==> src/pkg/imt_pkg.sv <==
// Purpose: Shared constants and types for the I2C master transfer engine
// Assumes: 16-bit register port, byte addresses as printed
// Notes:   Field positions are given as bit indices of the 16-bit words
package imt_pkg;

    // -------------------------------------------------------------------
    // Register map
    // -------------------------------------------------------------------
    localparam logic [15:0] IMT_ADDR_ENABLE = 16'h4340;
    localparam logic [15:0] IMT_ADDR_CTRL = 16'h4342;
    localparam logic [15:0] IMT_ADDR_DATA = 16'h4344;

    // Control/status word bit positions
    localparam int IMT_CTL_START = 0;
    localparam int IMT_CTL_STOP = 1;
    localparam int IMT_CTL_SBUSY = 8;
    localparam int IMT_CTL_FBUSY = 9;

    // Data word bit positions
    localparam int IMT_DAT_ACK = 8;
    localparam int IMT_DAT_SEXEC = 9;
    localparam int IMT_DAT_FEXEC = 10;
    localparam int IMT_DAT_FRDY = 11;

    // Enable word bit position
    localparam int IMT_EN_ON = 0;

    // -------------------------------------------------------------------
    // Bit counts within one byte frame (nine clocks, index 0..8)
    // -------------------------------------------------------------------
    localparam logic [3:0] IMT_BIT_ACK = 4'h8;
    localparam logic [3:0] IMT_BIT_D6 = 4'h1;
    localparam logic [3:0] IMT_BIT_D0 = 4'h7;
    localparam logic [3:0] IMT_BIT_ONE = 4'h1;

    // -------------------------------------------------------------------
    // Types
    // -------------------------------------------------------------------
    typedef enum logic [2:0] {
        IMT_IDLE,
        IMT_START,
        IMT_HOLD,
        IMT_XFER,
        IMT_STOP1,
        IMT_STOP2
    } imt_st_t;

    typedef struct packed {
        logic [15:0] addr;
        logic [15:0] wdata;
        logic wr;
        logic rd;
    } imt_bus_req_t;

    typedef struct packed {
        logic fetch_ready;
        logic fetch_execute;
        logic send_execute;
        logic ack_bit;
        logic [7:0] byte_buffer;
    } imt_dat_t;

    typedef struct packed {
        imt_st_t st;
        logic half;
        logic [3:0] cnt;
        logic [7:0] shift;
        logic rx;
        logic tmr_prev;
        logic module_on;
        logic start_request;
        logic stop_request;
        logic send_busy;
        logic fetch_busy;
        imt_dat_t dat;
        logic [15:0] rdata;
        logic scl_o;
        logic scl_oe;
        logic sda_o;
        logic sda_oe;
        logic tbe_pulse;
        logic rbf_pulse;
    } imt_state_t;

endpackage

==> src/design/imt_sync.sv <==
// Purpose: Two-stage synchroniser for inputs from outside sys_clk
// Assumes: Inputs are levels, slow against sys_clk
// Notes:   First stage feeds only the second stage
`timescale 1ns/1ps
module imt_sync #(
    parameter int W = 1
) (
    input wire logic sys_clk,
    input wire logic rst,
    input wire logic [W-1:0] d,
    output logic [W-1:0] q
);
    typedef struct packed {
        logic [W-1:0] s1;
        logic [W-1:0] s2;
    } imt_sync_st_t;

    imt_sync_st_t r, n;

    always_comb begin
        n.s1 = d;
        n.s2 = r.s1;
    end

    always_ff @(posedge sys_clk or posedge rst) begin
        if (rst) begin
            r <= '0;
        end else begin
            r <= n;
        end
    end

    assign q = r.s2;
endmodule

==> src/design/imt_core.sv <==
// Purpose: Single-master I2C transfer engine with a 16-bit register port
// Assumes: tmr_clk is a free-running bit-rate clock from a timer
// Notes:   One SCL half period per rising tmr_clk edge; open-drain pins
//
// How it works
// - Enable bit readies engine and releases SCL
// - START pulls SDA low, SCL high
// - Start bit self-clears after START
// - Address byte carries direction in bit zero
// - Send waits for START or byte in flight
// - Load clears send bit, pulses buffer empty
// - Data out MSB first, changes at falling
// - Nine clocks; SDA released for ACK
// - Ack bit records slave ACK or NACK
// - Send busy during byte, clear when waiting
// - Send beats fetch when both set
// - Fetch releases SDA, samples as SCL falls
// - Fetch bit clears while sampling D6
// - Received byte loaded, ready set, cleared by read
// - Unread byte overwritten without protection
// - Fetch busy during byte, clear when waiting
// - Ninth clock drives software ack bit
// - Stop request after START yields STOP, then self-clears; idle, just clears
// - No pending request holds SCL low
// - No stretching, no repeated START
//
// Strobed register access is this design's own decision.
`timescale 1ns/1ps
module imt_core
    import imt_pkg::*;
(
    input wire logic sys_clk,
    input wire logic rst,
    input wire imt_bus_req_t bus,
    output logic [15:0] rdata,
    input wire logic tmr_clk,
    input wire logic scl_in,
    input wire logic sda_in,
    output logic scl_o,
    output logic scl_oe,
    output logic sda_o,
    output logic sda_oe,
    output logic tbe_pulse,
    output logic rbf_pulse
);
    imt_state_t r, n;
    logic [2:0] pin_s;
    logic tick;
    logic scl_s;
    logic sda_s;

    // -------------------------------------------------------------------
    // Input sampling and bit-rate tick
    // -------------------------------------------------------------------
    imt_sync #(.W(3)) u_sync (
        .sys_clk(sys_clk),
        .rst(rst),
        .d({tmr_clk, scl_in, sda_in}),
        .q(pin_s)
    );

    assign scl_s = pin_s[1];
    assign sda_s = pin_s[0];
    // Edge found on the synchronised copy only
    assign tick = pin_s[2] & ~r.tmr_prev;

    // -------------------------------------------------------------------
    // Next-state logic
    // -------------------------------------------------------------------
    always_comb begin
        n = r;
        n.tmr_prev = pin_s[2];
        n.tbe_pulse = 1'b0;
        n.rbf_pulse = 1'b0;
        n.rdata = 16'h0000;
        // Pins only ever pulled low; high comes from the pull-up
        n.scl_o = 1'b0;
        n.sda_o = 1'b0;

        // Reads first, so a byte landing this cycle keeps its ready flag
        if (bus.rd) begin
            unique case (bus.addr)
                IMT_ADDR_ENABLE: begin
                    n.rdata[IMT_EN_ON] = r.module_on;
                end
                IMT_ADDR_CTRL: begin
                    n.rdata[IMT_CTL_START] = r.start_request;
                    n.rdata[IMT_CTL_STOP] = r.stop_request;
                    n.rdata[IMT_CTL_SBUSY] = r.send_busy;
                    n.rdata[IMT_CTL_FBUSY] = r.fetch_busy;
                end
                IMT_ADDR_DATA: begin
                    n.rdata[7:0] = r.dat.byte_buffer;
                    n.rdata[IMT_DAT_ACK] = r.dat.ack_bit;
                    n.rdata[IMT_DAT_SEXEC] = r.dat.send_execute;
                    n.rdata[IMT_DAT_FEXEC] = r.dat.fetch_execute;
                    n.rdata[IMT_DAT_FRDY] = r.dat.fetch_ready;
                    n.dat.fetch_ready = 1'b0;
                end
                default: begin
                    n.rdata = 16'h0000;
                end
            endcase
        end

        // ---------------------------------------------------------------
        // Transfer sequencer
        // ---------------------------------------------------------------
        if (!r.module_on) begin
            // Dropping enable mid-byte leaves the bus undefined
            n.st = IMT_IDLE;
            n.scl_oe = 1'b0;
            n.sda_oe = 1'b0;
            n.send_busy = 1'b0;
            n.fetch_busy = 1'b0;
        end else if (tick) begin
            unique case (r.st)
                IMT_IDLE: begin
                    n.scl_oe = 1'b0;
                    n.sda_oe = 1'b0;
                    if (r.stop_request) begin
                        n.stop_request = 1'b0;
                    end else if (r.start_request && scl_s && sda_s) begin
                        n.sda_oe = 1'b1;
                        n.st = IMT_START;
                    end
                end
                IMT_START: begin
                    n.scl_oe = 1'b1;
                    n.start_request = 1'b0;
                    n.st = IMT_HOLD;
                end
                IMT_HOLD: begin
                    // A pending start is not honoured until after STOP
                    if (r.dat.send_execute) begin
                        n.shift = r.dat.byte_buffer;
                        n.dat.send_execute = 1'b0;
                        n.tbe_pulse = 1'b1;
                        n.send_busy = 1'b1;
                        n.rx = 1'b0;
                        n.cnt = 4'h0;
                        n.half = 1'b0;
                        n.sda_oe = ~r.dat.byte_buffer[7];
                        n.st = IMT_XFER;
                    end else if (r.dat.fetch_execute) begin
                        n.fetch_busy = 1'b1;
                        n.rx = 1'b1;
                        n.cnt = 4'h0;
                        n.half = 1'b0;
                        n.sda_oe = 1'b0;
                        n.st = IMT_XFER;
                    end else if (r.stop_request) begin
                        n.sda_oe = 1'b1;
                        n.st = IMT_STOP1;
                    end
                    // Otherwise SCL stays low: wait state
                end
                IMT_XFER: begin
                    if (!r.half) begin
                        n.scl_oe = 1'b0;
                        n.half = 1'b1;
                    end else begin
                        n.scl_oe = 1'b1;
                        n.half = 1'b0;
                        n.cnt = 4'(r.cnt + IMT_BIT_ONE);
                        if (r.cnt == IMT_BIT_ACK) begin
                            if (!r.rx) begin
                                n.dat.ack_bit = sda_s;
                            end
                            n.send_busy = 1'b0;
                            n.fetch_busy = 1'b0;
                            n.sda_oe = 1'b0;
                            n.st = IMT_HOLD;
                        end else if (r.rx) begin
                            n.shift = {r.shift[6:0], sda_s};
                            if (r.cnt == IMT_BIT_D6) begin
                                n.dat.fetch_execute = 1'b0;
                            end
                            if (r.cnt == IMT_BIT_D0) begin
                                // No guard against an unread byte
                                n.dat.byte_buffer = {r.shift[6:0], sda_s};
                                n.dat.fetch_ready = 1'b1;
                                n.rbf_pulse = 1'b1;
                                n.sda_oe = ~r.dat.ack_bit;
                            end
                        end else begin
                            n.shift = {r.shift[6:0], 1'b0};
                            if (r.cnt == IMT_BIT_D0) begin
                                n.sda_oe = 1'b0;
                            end else begin
                                n.sda_oe = ~r.shift[6];
                            end
                        end
                    end
                end
                IMT_STOP1: begin
                    n.scl_oe = 1'b0;
                    n.st = IMT_STOP2;
                end
                IMT_STOP2: begin
                    n.sda_oe = 1'b0;
                    n.stop_request = 1'b0;
                    n.st = IMT_IDLE;
                end
            endcase
        end

        // Software writes last: a set from software beats a hardware clear
        if (bus.wr) begin
            unique case (bus.addr)
                IMT_ADDR_ENABLE: begin
                    n.module_on = bus.wdata[IMT_EN_ON];
                end
                IMT_ADDR_CTRL: begin
                    n.start_request = bus.wdata[IMT_CTL_START];
                    n.stop_request = bus.wdata[IMT_CTL_STOP];
                end
                IMT_ADDR_DATA: begin
                    n.dat.byte_buffer = bus.wdata[7:0];
                    n.dat.ack_bit = bus.wdata[IMT_DAT_ACK];
                    n.dat.send_execute = bus.wdata[IMT_DAT_SEXEC];
                    n.dat.fetch_execute = bus.wdata[IMT_DAT_FEXEC];
                end
                default: begin
                    n.module_on = r.module_on;
                end
            endcase
        end
    end

    always_ff @(posedge sys_clk or posedge rst) begin
        if (rst) begin
            r <= '0;
        end else begin
            r <= n;
        end
    end

    // -------------------------------------------------------------------
    // Outputs
    // -------------------------------------------------------------------
    assign rdata = r.rdata;
    assign scl_o = r.scl_o;
    assign scl_oe = r.scl_oe;
    assign sda_o = r.sda_o;
    assign sda_oe = r.sda_oe;
    assign tbe_pulse = r.tbe_pulse;
    assign rbf_pulse = r.rbf_pulse;
endmodule

==> config.mk <==
export PLATFORM = sky130hd
export DESIGN_NAME = imt_core
export DESIGN_NICKNAME = d
export VERILOG_FILES = /design/src/pkg/imt_pkg.sv /design/src/design/imt_sync.sv /design/src/design/imt_core.sv
export SDC_FILE = /design/constraint.sdc
export NUM_CORES = 1
export LEC_CHECK = 0
export ABC_AREA = 0
export BUFFER_PORTS_ARGS = -buffer_cell sky130_fd_sc_hd__buf_2
export CAP_MARGIN = 20
export CORE_MARGIN = 5
export CORE_UTILIZATION = 49
export CTS_CLUSTER_DIAMETER = 80
export DETAILED_ROUTE_END_ITERATION = 8
export PLACE_DENSITY_LB_ADDON = 0.08
export SETUP_SLACK_MARGIN = 0.3
export SLEW_MARGIN = 40
export SYNTH_ARGS = -nofsm -noshare
export SYNTH_HDL_FRONTEND = slang
export SYNTH_SLANG_ARGS = --single-unit
==> constraint.sdc <==
create_clock -name sys_clk -period 1.85 [get_ports sys_clk]
set_input_delay 0 -clock sys_clk [delete_from_list [all_inputs] [get_ports sys_clk]]
set_output_delay 0 -clock sys_clk [all_outputs]
set_load 0.01 [all_outputs]
==> flow_summary.json <==
{
  "r2r_cells": 6,
  "synthTopCellsByArea": "dfrtp_1 49%, buf_4 4.7%, nand2_1 4.6%, mux2i_1 3.9%, nor2_1 3.7%",
  "rows": 27,
  "diodes": 0,
  "startpoint_type": "flip-flop",
  "finalHoldViolations": 0,
  "arrival_ns": 1.97,
  "clock_latency_ns": 0.32,
  "status": "finished clean",
  "required_ns": 2.06,
  "yosysTopAreaCell": "dfrtp_1",
  "min_to": "r[38]$_DFFE_PP0P_",
  "clockRootBuffer": "clkbuf_8",
  "ys_seq_area_frac": 0.4919,
  "cts_tree": "built",
  "hp-start": "bus[1]",
  "critical-path-top-delay-family": "simple AND/OR/NAND/NOR gates",
  "holdPathStages": 3,
  "rsz0062_at_grt": "yes",
  "path_class": "reg -> reg",
  "drive_above_1_share": 0.3554,
  "max-cap-violations": 0,
  "ir_drop_mv": 0.3609,
  "drc": 0,
  "io_pins": 61,
  "ys_types": 51,
  "setup_tns_ns": 0,
  "r2r_end": "r[27]$_DFF_PP0_",
  "area_growth_pct": 33.60,
  "path_buf_inv": 1,
  "first_pass_iters": 5,
  "cts.reportedPaths.clkPinSlew_ns": 0.11,
  "power_density_nw_per_um2": 539.3,
  "post-route-period-util": 0.9532,
  "synth_warnings": 0,
  "htreeDepth": 2,
  "routed_wl_um": 7035,
  "skew_ns": 0.01560,
  "hold_class": "in -> reg",
  "gp_congestion": 0.8903,
  "synth-main-ff-cell": "dfrtp_1",
  "grt.overflow.total": 0,
  "nFillCells": 446,
  "tightestPinTransition_ns": 0.5183,
  "reg2reg_from": "r[39]$_DFF_PP0_",
  "synthArstFlopShare": 1.000,
  "cts_buffers": 5,
  "fin_crit_ns": 1.763,
  "grt_pass1_wl_um": 11920,
  "grt_pass1_vias": 2406,
  "vias": 2381,
  "maxSlewViolCount": 0,
  "synth-seq-cells": 56,
  "start_util": 0.5111,
  "vias_per_cell": 5.303,
  "yosysTopAreaCellShare": 0.4919,
  "rrSetupSlack_ns": 0.09,
  "grt_max_degree": 35,
  "timing.fmax_ghz": 0.5671,
  "final_cell_mix": "55 x dfrtp_1, 49 x buf_2, 32 x nand2_1",
  "power_mw": 2.053,
  "track_usage": 0.2013,
  "antenna_found_initial": 0,
  "p_leak_nw": 1.783,
  "path_cells": "nand2b_4 > or4_4 > nor2_4 > buf_12 > mux2i_1 > a21oi_1",
  "synth_edf_count": 0,
  "portBuffers": 49,
  "cp_slowest_cell": "or4_4",
  "drt_iter0_drc": 159,
  "slew_headroom": 0.6539,
  "dp_hpwl_um": 4764,
  "die_x_um": 86.25,
  "finalNetCount": 418,
  "setup_viol": 0,
  "core_um2": 5574,
  "layout_commonest_cell": "dfrtp_1",
  "synth_area_per_cell_um2": 9.824,
  "end_kind": "flip-flop",
  "clock-sinks": 56,
  "synth_cells": 290,
  "wire_per_inst_um": 15.67,
  "die_h_um": 86.25,
  "postRouteAntennaNets": 0,
  "die_area_um2": 7439,
  "crit_path_max_incr_delay_ns": 0.55,
  "cp_max_fo": 8,
  "clk_path_buf_depth": 2,
  "syn_area_um2": 2849
}
[registers in the layout, indices dropped and copies added, names as in the netlist]
| name | count |
|---|---|
| u_sync.n | 3 |
| rbf_pulse | 1 |
| sda_oe | 1 |
| scl_oe | 1 |
| tbe_pulse | 1 |
| rdata | 12 |
| u_sync.q | 3 |
| r | 34 |
[worst register-to-register path, delay by kind of cell, from the launching register on]
family,cells,cell delay (ns)
AOI/OAI and AO/OA,1,0.09
buffers and inverters,1,0.14
DFF,1,0.40
muxes,1,0.21
and+or+nand+nor,3,0.84
[per-stage QoR]
stage	setup WS (ns)	hold slack, ns	cell area, µm²	util	cells
after global routing	0.01985	0.07759	3806	0.6828	449
after global placement	0.08246	0.06109	3243	0.5818	404
final	0.08651	0.07902	3806	0.6828	449
after floorplan	0.1212	0.03143	2938	-	295
after detailed placement	0.05368	0.07003	3243	0.5818	404
after CTS	0.08651	0.07101	3622	0.6498	438
[cell families after synthesis]
group                      count (synthesis)  synth area share
DFF                                       56            0.4919
buffers and inverters                     41           0.08169
other                                      1          0.001316
muxes                                     18           0.06895
and+or+nand+nor                          118            0.2235
AOI/OAI and AO/OA                         53            0.1195
adders and majority gates                  3           0.01318
[cells in the mapped netlist (2+ instances only)]
cell      instances
dfrtp_1          56
nand2_1          35
nor2_1           28
a21oi_1          18
buf_4            18
inv_1            11
mux2i_1          11
and2_1            9
o21ai_0           9
a31oi_1           7
clkbuf_1          7
nand2b_1          6
nand3_1           6
mux2_2            5
nor3_1            5
a22o_1            4
nand3b_1          4
nand4b_1          4
buf_2             3
ha_1              3
o22ai_1           3
and4b_1           2
mux2_4            2
nand4_1           2
nor2b_1           2
o211ai_1          2
or3_1             2
or4_1             2
or4_4             2
[final cells by class]
| type | instances | area [µm²] | area share |
|---|---|---|---|
| clock buffer | 5 | 68.82 | 0.01808 |
| clock inverter | 3 | 22.52 | 0.005917 |
| sequential | 56 | 1403 | 0.3685 |
| tap | 72 | 90.09 | 0.02367 |
| multi-input combinational | 198 | 1389 | 0.3649 |
| timing repair buffer | 104 | 792.0 | 0.2081 |
| inverter | 11 | 41.29 | 0.01085 |
[worst max path at each step]
| stage | startpoint | end | slack [ns] | cells after the start |
|---|---|---|---|---|
| floorplan | r[56]$_DFFE_PP0P_ | r[22]$_DFF_PP0_ | 0.12 | 5 |
| global placement | bus[18] | r[32]$_DFF_PP0_ | 0.08 | 6 |
| detailed placement | r[56]$_DFFE_PP0P_ | r[27]$_DFF_PP0_ | 0.05 | 6 |
| CTS | r[39]$_DFF_PP0_ | r[27]$_DFF_PP0_ | 0.09 | 6 |
| global route | r[39]$_DFF_PP0_ | r[25]$_DFF_PP0_ | 0.02 | 6 |
| finish | r[39]$_DFF_PP0_ | r[27]$_DFF_PP0_ | 0.09 | 6 |
[metal layers]
layer	global-route usage	vias up	wire length [µm]
li1	-	1154	-
met1	0.2918	1131	3187
met2	0.3118	85	3305
met3	0.03992	11	424
met4	0.04816	0	117
met5	0	-	0
[where the power goes]
group	internal [mW]	total [mW]	leakage, nW	switching [mW]
sequential	1.23	1.24	0.718	0.00455
combinational	0.0660	0.125	1.02	0.0593
clock	0.273	0.692	0.0485	0.419
total	1.57	2.05	1.78	0.483
[what timing repair did]
| item | in CTS | in global routing |
|---|---|---|
| cloned | 0 | 0 |
| hold endpoints to repair | 40 | 0 |
| setup endpoints to repair | 28 | 32 |
| pin swaps | 10 | 13 |
| resized for setup | 10 | 19 |
| buffers inserted | 10 | 11 |
| hold buffers | 16 | 0 |
No activity file was read; power rests on OpenSTA's default activity.
